===== config.mk =====
export PLATFORM = sky130hd
export DESIGN_NAME = p2c_port
export DESIGN_NICKNAME = d
export VERILOG_FILES = /design/src/verilog/p2c_pkg.sv /design/src/verilog/p2c_port.sv
export VERILOG_INCLUDE_DIRS = /design/src /design/src/verilog
export SDC_FILE = /design/constraint.sdc
export NUM_CORES = 1
export LEC_CHECK = 0
export BUFFER_PORTS_ARGS = -buffer_cell sky130_fd_sc_hd__buf_2
export CORE_MARGIN = 4
export CORE_UTILIZATION = 53
export DETAILED_ROUTE_END_ITERATION = 16
export GPL_ROUTABILITY_DRIVEN = 0
export GPL_TIMING_DRIVEN = 0
export PLACE_DENSITY = 0.78
export RECOVER_POWER = 100
export SYNTH_ARGS = -nofsm -noshare
export SYNTH_HDL_FRONTEND = slang
export SYNTH_SLANG_ARGS = --single-unit

===== constraint.sdc =====
create_clock -name pclk -period 2.5 [get_ports pclk]
set_input_delay 0.375 -clock pclk [delete_from_list [all_inputs] [get_ports pclk]]
set_output_delay 0.375 -clock pclk [all_outputs]
set_load 0.005 [all_outputs]

===== src/verilog/p2c_regs.svh =====
// register indices, byte addresses, field positions and reset values
// assumes a 32-bit APB slave; byte address is four times the index
`ifndef P2C_REGS_SVH
`define P2C_REGS_SVH

`define P2C_AW 18
`define P2C_IDX_LATCH 16'hFFC0
`define P2C_IDX_DIR 16'hFFC2
`define P2C_IDX_ODC 16'hF1C2
`define P2C_IDX_SEL 16'hF1DA
`define P2C_IDX_EDGE 16'hF1DC
`define P2C_ADDR_LATCH ({`P2C_IDX_LATCH, 2'b00})
`define P2C_ADDR_DIR ({`P2C_IDX_DIR, 2'b00})
`define P2C_ADDR_ODC ({`P2C_IDX_ODC, 2'b00})
`define P2C_ADDR_SEL ({`P2C_IDX_SEL, 2'b00})
`define P2C_ADDR_EDGE ({`P2C_IDX_EDGE, 2'b00})
`define P2C_RST_LATCH 16'h0000
`define P2C_RST_DIR 16'h0000
`define P2C_RST_ODC 16'h0000
`define P2C_RST_SEL 16'h0000
`define P2C_RST_EDGE 16'h0000
`define P2C_FAST_LSB 8
`define P2C_T7_LINE 15
`define P2C_SLOW_DIV 8
`define P2C_DIV_LAST 3'h7

`endif


===== src/verilog/p2c_pkg.sv =====
// types shared by the port block
// no assumptions beyond a single clock domain
`default_nettype none
package p2c_pkg;

  // per-line requests from the capture/compare unit
  typedef struct packed {
    logic [15:0] trig;
    logic [15:0] toggle;
    logic [15:0] set_one;
  } p2c_cmp_t;

  typedef enum logic [1:0] {
    P2C_SRC_PIN = 2'b00,
    P2C_SRC_ALT = 2'b01,
    P2C_SRC_OR = 2'b10,
    P2C_SRC_AND = 2'b11
  } p2c_src_t;

  typedef enum logic [1:0] {
    P2C_EDGE_NONE = 2'b00,
    P2C_EDGE_RISE = 2'b01,
    P2C_EDGE_FALL = 2'b10,
    P2C_EDGE_BOTH = 2'b11
  } p2c_edge_t;

endpackage : p2c_pkg
`default_nettype wire


===== src/verilog/p2c_port.sv =====
// 16-line port with capture/compare alternate functions and fast irqs
// assumes pins and peripheral inputs synchronous to pclk; APB slave
// Contract
// - direction bit: 0 input, 1 drive; reset 0
// - open-drain bit: 0 push-pull, 1 open-drain
// - each line is capture/compare channel, same order
// - capture sees pin if input, latch if output
// - software latch write can cause capture
// - mode 1/double: match toggles the latch
// - mode 3: match sets, overflow clears latch
// - hardware latch update only on compare trigger
// - software may write latch during compare use
// - CPU write beats simultaneous compare trigger
// - lines 0-7 irq via capture, every 8 cycles
// - lines 8-15 capture 8 cycles, fast every cycle
// - lines 8-15 are fast irqs 0-7
// - line 15 feeds second unit timer count
// - fast irq edge: rising, falling or both
// - 2-bit source selector per fast irq
// - fast irq 3 alternate is clock alarm
// - selector codes: pin, alt, OR, AND
// - fast irq 2 alternate is seconds request
`include "p2c_regs.svh"
`timescale 1ns/1ps
`default_nettype none
module p2c_port #(
  parameter int LINES = 16,
  parameter int FAST = 8
) (
  input wire logic pclk,
  input wire logic presetn,
  input wire logic psel,
  input wire logic penable,
  input wire logic pwrite,
  input wire logic [`P2C_AW-1:0] paddr,
  input wire logic [31:0] pwdata,
  input wire logic [3:0] pstrb,
  output logic [31:0] prdata,
  output logic pready,
  output logic pslverr,
  input wire logic [LINES-1:0] pin_in,
  output logic [LINES-1:0] pin_out,
  output logic [LINES-1:0] pin_oe_n,
  input wire p2c_pkg::p2c_cmp_t cmp_req,
  output logic [LINES-1:0] capture_data,
  output logic capture_sample,
  input wire logic alt_rx0,
  input wire logic alt_rx1,
  input wire logic clock_seconds_request,
  input wire logic clock_alarm_request,
  output logic [FAST-1:0] fast_irq,
  output logic second_unit_timer_count_in
);

  logic [15:0] port_output_latch_r;
  logic [15:0] port_output_latch_nxt;
  logic [15:0] line_direction_r;
  logic [15:0] open_drain_control_r;
  logic [15:0] irq_source_select_r;
  logic [15:0] irq_edge_r;
  logic [15:0] pin_latch_r;
  logic [2:0] div_r;
  logic samp_en;
  logic [FAST-1:0] fast_src;
  logic [FAST-1:0] fast_prev_r;
  logic [FAST-1:0] alt_src;
  logic setup;
  logic wr_acc;
  logic hit;
  logic [31:0] rd_mux;
  logic [15:0] wmask;
  logic [15:0] wdata16;
  logic [15:0] cap_view;

  assign setup = psel & ~penable;
  assign wr_acc = psel & penable & pwrite & pready & ~pslverr;
  assign wmask = {{8{pstrb[1]}}, {8{pstrb[0]}}};
  assign wdata16 = pwdata[15:0];

  // read decode; unmapped addresses answer with an error
  always_comb begin
    hit = 1'b1;
    rd_mux = 32'h0000_0000;
    case (paddr)
      `P2C_ADDR_LATCH: rd_mux = {16'h0000, port_output_latch_r};
      `P2C_ADDR_DIR: rd_mux = {16'h0000, line_direction_r};
      `P2C_ADDR_ODC: rd_mux = {16'h0000, open_drain_control_r};
      `P2C_ADDR_SEL: rd_mux = {16'h0000, irq_source_select_r};
      `P2C_ADDR_EDGE: rd_mux = {16'h0000, irq_edge_r};
      default: hit = 1'b0;
    endcase
  end

  // answer is prepared in setup, shown in the access cycle
  always_ff @(posedge pclk or negedge presetn) begin
    if (!presetn) begin
      pready <= 1'b0;
      pslverr <= 1'b0;
      prdata <= 32'h0000_0000;
    end else begin
      pready <= setup;
      pslverr <= setup & ~hit;
      if (setup && !pwrite) begin
        prdata <= rd_mux;
      end
    end
  end

  always_ff @(posedge pclk or negedge presetn) begin
    if (!presetn) begin
      line_direction_r <= `P2C_RST_DIR;
    end else if (wr_acc && paddr == `P2C_ADDR_DIR) begin
      line_direction_r <= (line_direction_r & ~wmask) | (wdata16 & wmask);
    end
  end

  always_ff @(posedge pclk or negedge presetn) begin
    if (!presetn) begin
      open_drain_control_r <= `P2C_RST_ODC;
    end else if (wr_acc && paddr == `P2C_ADDR_ODC) begin
      open_drain_control_r <= (open_drain_control_r & ~wmask) |
                              (wdata16 & wmask);
    end
  end

  // selector register, field x at 2x+1:2x
  always_ff @(posedge pclk or negedge presetn) begin
    if (!presetn) begin
      irq_source_select_r <= `P2C_RST_SEL;
    end else if (wr_acc && paddr == `P2C_ADDR_SEL) begin
      irq_source_select_r <= (irq_source_select_r & ~wmask) |
                             (wdata16 & wmask);
    end
  end

  // edge select, two bits per fast input
  always_ff @(posedge pclk or negedge presetn) begin
    if (!presetn) begin
      irq_edge_r <= `P2C_RST_EDGE;
    end else if (wr_acc && paddr == `P2C_ADDR_EDGE) begin
      irq_edge_r <= (irq_edge_r & ~wmask) | (wdata16 & wmask);
    end
  end

  // output latch next value, per line
  always_comb begin
    port_output_latch_nxt = port_output_latch_r;
    for (int i = 0; i < LINES; i++) begin
      if (cmp_req.trig[i]) begin
        if (cmp_req.toggle[i]) begin
          port_output_latch_nxt[i] = ~port_output_latch_r[i];
        end else begin
          port_output_latch_nxt[i] = cmp_req.set_one[i];
        end
      end
    end
    // cpu write overrides lanes it touches
    if (wr_acc && paddr == `P2C_ADDR_LATCH) begin
      port_output_latch_nxt = (port_output_latch_nxt & ~wmask) |
                              (wdata16 & wmask);
    end
  end

  always_ff @(posedge pclk or negedge presetn) begin
    if (!presetn) begin
      port_output_latch_r <= `P2C_RST_LATCH;
    end else begin
      port_output_latch_r <= port_output_latch_nxt;
    end
  end

  // input latch, one per line
  always_ff @(posedge pclk or negedge presetn) begin
    if (!presetn) begin
      pin_latch_r <= 16'h0000;
    end else begin
      pin_latch_r <= pin_in;
    end
  end

  // pin drivers; open drain only pulls low
  always_ff @(posedge pclk or negedge presetn) begin
    if (!presetn) begin
      pin_out <= 16'h0000;
      pin_oe_n <= 16'hFFFF;
    end else begin
      for (int i = 0; i < LINES; i++) begin
        if (open_drain_control_r[i]) begin
          pin_out[i] <= 1'b0;
          pin_oe_n[i] <= ~(line_direction_r[i] & ~port_output_latch_r[i]);
        end else begin
          pin_out[i] <= port_output_latch_r[i];
          pin_oe_n[i] <= ~line_direction_r[i];
        end
      end
    end
  end

  // slow sample enable, once per eight clocks
  always_ff @(posedge pclk or negedge presetn) begin
    if (!presetn) begin
      div_r <= 3'h0;
    end else begin
      div_r <= div_r + 3'h1;
    end
  end
  assign samp_en = (div_r == `P2C_DIV_LAST);

  // output lines reflect the latch, so writes capture
  assign cap_view = (line_direction_r & port_output_latch_r) |
                    (~line_direction_r & pin_latch_r);

  always_ff @(posedge pclk or negedge presetn) begin
    if (!presetn) begin
      capture_data <= 16'h0000;
      capture_sample <= 1'b0;
    end else begin
      capture_sample <= samp_en;
      if (samp_en) begin
        capture_data <= cap_view;
      end
    end
  end

  assign alt_src = {4'h0, clock_alarm_request, clock_seconds_request,
                    alt_rx1, alt_rx0};

  always_comb begin
    for (int x = 0; x < FAST; x++) begin
      case (p2c_pkg::p2c_src_t'(irq_source_select_r[2*x +: 2]))
        p2c_pkg::P2C_SRC_PIN: fast_src[x] = pin_latch_r[`P2C_FAST_LSB + x];
        p2c_pkg::P2C_SRC_ALT: fast_src[x] = alt_src[x];
        p2c_pkg::P2C_SRC_OR:
          fast_src[x] = pin_latch_r[`P2C_FAST_LSB + x] | alt_src[x];
        p2c_pkg::P2C_SRC_AND:
          fast_src[x] = pin_latch_r[`P2C_FAST_LSB + x] & alt_src[x];
        default: fast_src[x] = 1'b0;
      endcase
    end
  end

  // fast inputs sampled and edge-checked each clock
  always_ff @(posedge pclk or negedge presetn) begin
    if (!presetn) begin
      fast_prev_r <= '0;
      fast_irq <= '0;
    end else begin
      fast_prev_r <= fast_src;
      for (int x = 0; x < FAST; x++) begin
        case (p2c_pkg::p2c_edge_t'(irq_edge_r[2*x +: 2]))
          p2c_pkg::P2C_EDGE_RISE: fast_irq[x] <= fast_src[x] & ~fast_prev_r[x];
          p2c_pkg::P2C_EDGE_FALL: fast_irq[x] <= ~fast_src[x] & fast_prev_r[x];
          p2c_pkg::P2C_EDGE_BOTH: fast_irq[x] <= fast_src[x] ^ fast_prev_r[x];
          default: fast_irq[x] <= 1'b0;
        endcase
      end
    end
  end

  // timer count input of the second unit
  always_ff @(posedge pclk or negedge presetn) begin
    if (!presetn) begin
      second_unit_timer_count_in <= 1'b0;
    end else begin
      second_unit_timer_count_in <= pin_latch_r[`P2C_T7_LINE];
    end
  end

endmodule : p2c_port
`default_nettype wire


==> run summary <==
initial antenna violation count -> 1
vias in the first global route -> 6229
Detailed Route Iter0 Violations -> 453
DR vias -> 6225
Chip Width -> 132.8 um
crit path kind -> in -> reg
Slew Viols, Final -> 0
fin area -> 9960 sq um
slew of the pin with the lowest slew margin -> 1265 ps
CTS tree -> done
final antenna-violating net count -> 0
Crit path top cell by count -> clkbuf_1
Clock Pin Slew Worst Setup and Hold Paths -> 70 ps
max incr delay on CP -> 580 ps
Final Critical Period -> 2350 ps
Worst Setup Start Kind -> input port
final net count -> 1070
post-route insts no fill -> 1131
placed instance count -> 1097
outcome -> finished, final reports clean
I/O Buffers -> 184
CTS buffer count -> 17
number of vias per cell -> 5.504
Synth Instances -> 709
layout cells sized above 1 -> 0.2580
DP Wirelength -> 14680 um
Met1 Wirelength -> 8924 um
Worst VDD drop -> 0.0004625 V
RSZ-0062 raised after global routing -> no
Power Internal -> 4.814 mW
Max Used Layer -> met4
Global Route Usage Sum -> 0.2379
Crit path arrival time -> 2660 ps
leak pwr -> 4.789 nW
Cell Chain, Critical Path -> clkbuf_1 > nor3_2 > and2_1 > buf_2 > and3_1 > clkbuf_1 > nand3_2 > mux2_1
CTS H-tree depth -> 4
PD cells -> 650.1 nW/um^2
slowest CP cell -> nor3_2
DRC viols -> 0
largest buffer count on any clock path -> 2
Switching Fraction -> 0.2564
final worst path period share -> 0.9399
Peak Freq -> 425.6 MHz
Placeable Area -> 15200 sq um
I/O pin cnt -> 219
max cap viols -> 0
Rows -> 45
largest net degree at the start of global routing -> 94
area grow syn2layout -> 20.66%
Met3 Wirelength -> 1269 um
P_sw -> 1.660 mW
final worst clock skew -> 9.831 ps
Netlist Area Pre-Place -> 8254 sq um
Finished Core Util -> 0.6551
final hold violations -> 0
Yosys warnings -> 0
die height -> 132.8 um
placed inst area -> 9504 sq um
Clock power frac -> 0.402
Root Buffer -> clkbuf_16
Filler cells -> 1207
flops & latches, synth -> 183
Crit Path Max Fanout -> 9
CP required -> 2810 ps
Seq/Total Area, Yosys -> 0.5572
Setup TNS -> 0 ps
Max-Slew Margin vs Limit -> 0.1570
Comb power frac -> 0.092
Synth cell types -> 44
worst skew pair latency -> 440 ps
wire length on met2 -> 9826 um
Routed WL -> 20570 um
Critical Path End Type -> flop
Finish-stage setup viols -> 0
Total Die Area -> 17630 sq um
final hold slack -> 38.26 ps
Mean Syn Cell Area -> 11.64 sq um
TritonCTS Sinks -> 183
WL per Instance -> 18.19 um
initial core utilization -> 0.5430
gr ovfl total -> 0
Seq pwr share -> 0.506
HP Class -> in -> reg
global-route wire length before repair -> 32650 um
Pre-Repair DR Iteration Count -> 7
==> worst paths after layout <==
kind | start | endpoint | slack, ps | cells after the start
min in group asynchronous | presetn | pin_latch_r[4] | 780 | 2
hold reg to reg | pin_latch_r[15] | second_unit_timer_count_in | 410 | 0
setup reg to reg | pready | flop | 240 | 6
hold / removal | pin_in[15] | pin_latch_r[15] | 40 | 1
setup / recovery | paddr[11] | flop | 150 | 8
max in group asynchronous | presetn | pin_oe_n[13] | 650 | 3
==> final cells by class <==
class                           count  area (sq um)  area share
Antenna cell                        1         2.502   0.0002513
Timing Repair Buffer              186         910.9     0.09146
Multi-Input combinational cell    469          3299      0.3313
Inverter                           34         127.6     0.01281
Sequential cell                   183          4599      0.4618
Clock inverter                     14         141.4     0.01420
Tap cell                          188         235.2     0.02362
Clock buffer                       18         429.2     0.04309
Buffer                             38         214.0     0.02148
==> what timing repair did <==
item / CTS / global route
setup buffers: 0 / 0
hold buffers: 1 / 0
resized for setup: 0 / 0
hold endpoints to repair: 75 / 0
==> logic make-up (layout without fill, tap and decap cells) <==
family	count (synthesis)	count (layout)	share of synthesized area
xor gates and xnor gates	3	3	0.003184
DFF	183	183	0.5572
adders and majority gates	14	14	0.02122
AOI/OAI and AO/OA	163	163	0.1223
buffers and inverters	72	290	0.04275
other	1	17	0.0004543
muxes	100	100	0.1370
and+or+nand+nor	173	173	0.1158
==> Yosys cell counts (all sizes together) <==
| cell type | number | share of area |
|---|---|---|
| and3 | 4 | 0.0030 |
| a21oi | 45 | 0.027 |
| a32oi | 11 | 0.012 |
| nor4b | 2 | 0.0039 |
| ha | 14 | 0.021 |
| buf | 26 | 0.022 |
| nor2 | 41 | 0.019 |
| nand3 | 8 | 0.015 |
| dfstp | 16 | 0.051 |
| nor3 | 4 | 0.0030 |
| a22o | 17 | 0.018 |
| mux2i | 20 | 0.024 |
| a31oi | 5 | 0.0038 |
| o21ai | 60 | 0.036 |
| conb | 1 | 0.00045 |
| inv | 34 | 0.015 |
| xor2 | 3 | 0.0032 |
| o31ai | 2 | 0.0018 |
| nand4 | 4 | 0.0030 |
| nor4 | 2 | 0.0052 |
| o211ai | 2 | 0.0018 |
| nor3b | 1 | 0.00091 |
| a221oi | 5 | 0.0053 |
| mux2 | 80 | 0.11 |
| nor2b | 21 | 0.016 |
| nand2 | 68 | 0.032 |
| clkbuf | 12 | 0.0055 |
| a2bb2oi | 11 | 0.012 |
| or3 | 1 | 0.00076 |
| and4 | 2 | 0.0021 |
| a22oi | 5 | 0.0045 |
| and2 | 4 | 0.0030 |
| nand2b | 9 | 0.0068 |
| dfrtp | 167 | 0.51 |
| and3b | 2 | 0.0021 |
==> cells in the final DEF, fill, tap and decap left out, drive strengths merged, types with 2 or more instances in the layout <==
| master | instances |
|---|---|
| and3b | 2 |
| a22o | 17 |
| o21ai | 60 |
| a2bb2oi | 11 |
| nor2 | 41 |
| clkinv | 4 |
| inv | 40 |
| and2 | 4 |
| nor4b | 2 |
| nand4 | 4 |
| nor3 | 4 |
| buf | 165 |
| a221oi | 5 |
| xor2 | 3 |
| nand2b | 9 |
| mux2 | 80 |
| nor2b | 21 |
| o211ai | 2 |
| a31oi | 5 |
| clkinvlp | 3 |
| a32oi | 11 |
| mux2i | 20 |
| o31ai | 2 |
| and3 | 4 |
| nand2 | 68 |
| nand3 | 8 |
| a22oi | 5 |
| clkbuf | 76 |
| conb | 16 |
| dfrtp | 167 |
| a21oi | 45 |
| dfstp | 16 |
| nor4 | 2 |
| and4 | 2 |
| ha | 14 |
==> worst max-delay path: cells and delay by family <==
kind | cells | cell delay (ps)
and+or+nand+nor | 4 | 1290
buffers and inverters | 3 | 560
muxes | 1 | 420
==> power groups by stage <==
stage	sequential (mW)	clock [mW]	combinational [mW]
6_report	3.28	2.60	0.595
5_1_grt	3.30	2.76	0.675
4_1_cts	3.28	2.63	0.619
3_5_place_dp	3.33	0	0.613
3_3_place_gp	3.33	0	0.587
2_1_floorplan	3.31	0	0.254
==> per-layer routing <==
metal  track usage  up-vias
met1        0.3144     3018
met3       0.05171       47
met4       0.09700        0
met5             0        -
met2        0.3837      241
li1              -     2919
==> per-stage QoR <==
| stage | worst slack, ps | power [mW] |
|---|---|---|
| global route | 42.48 | 6.735 |
| floorplan | 597.1 | 3.563 |
| finish | 150.1 | 6.475 |
| global placement | -1787 | 3.913 |
| detailed placement | -34.66 | 3.943 |
| CTS | 204.3 | 6.530 |
(Power assumes the default switching activity.)
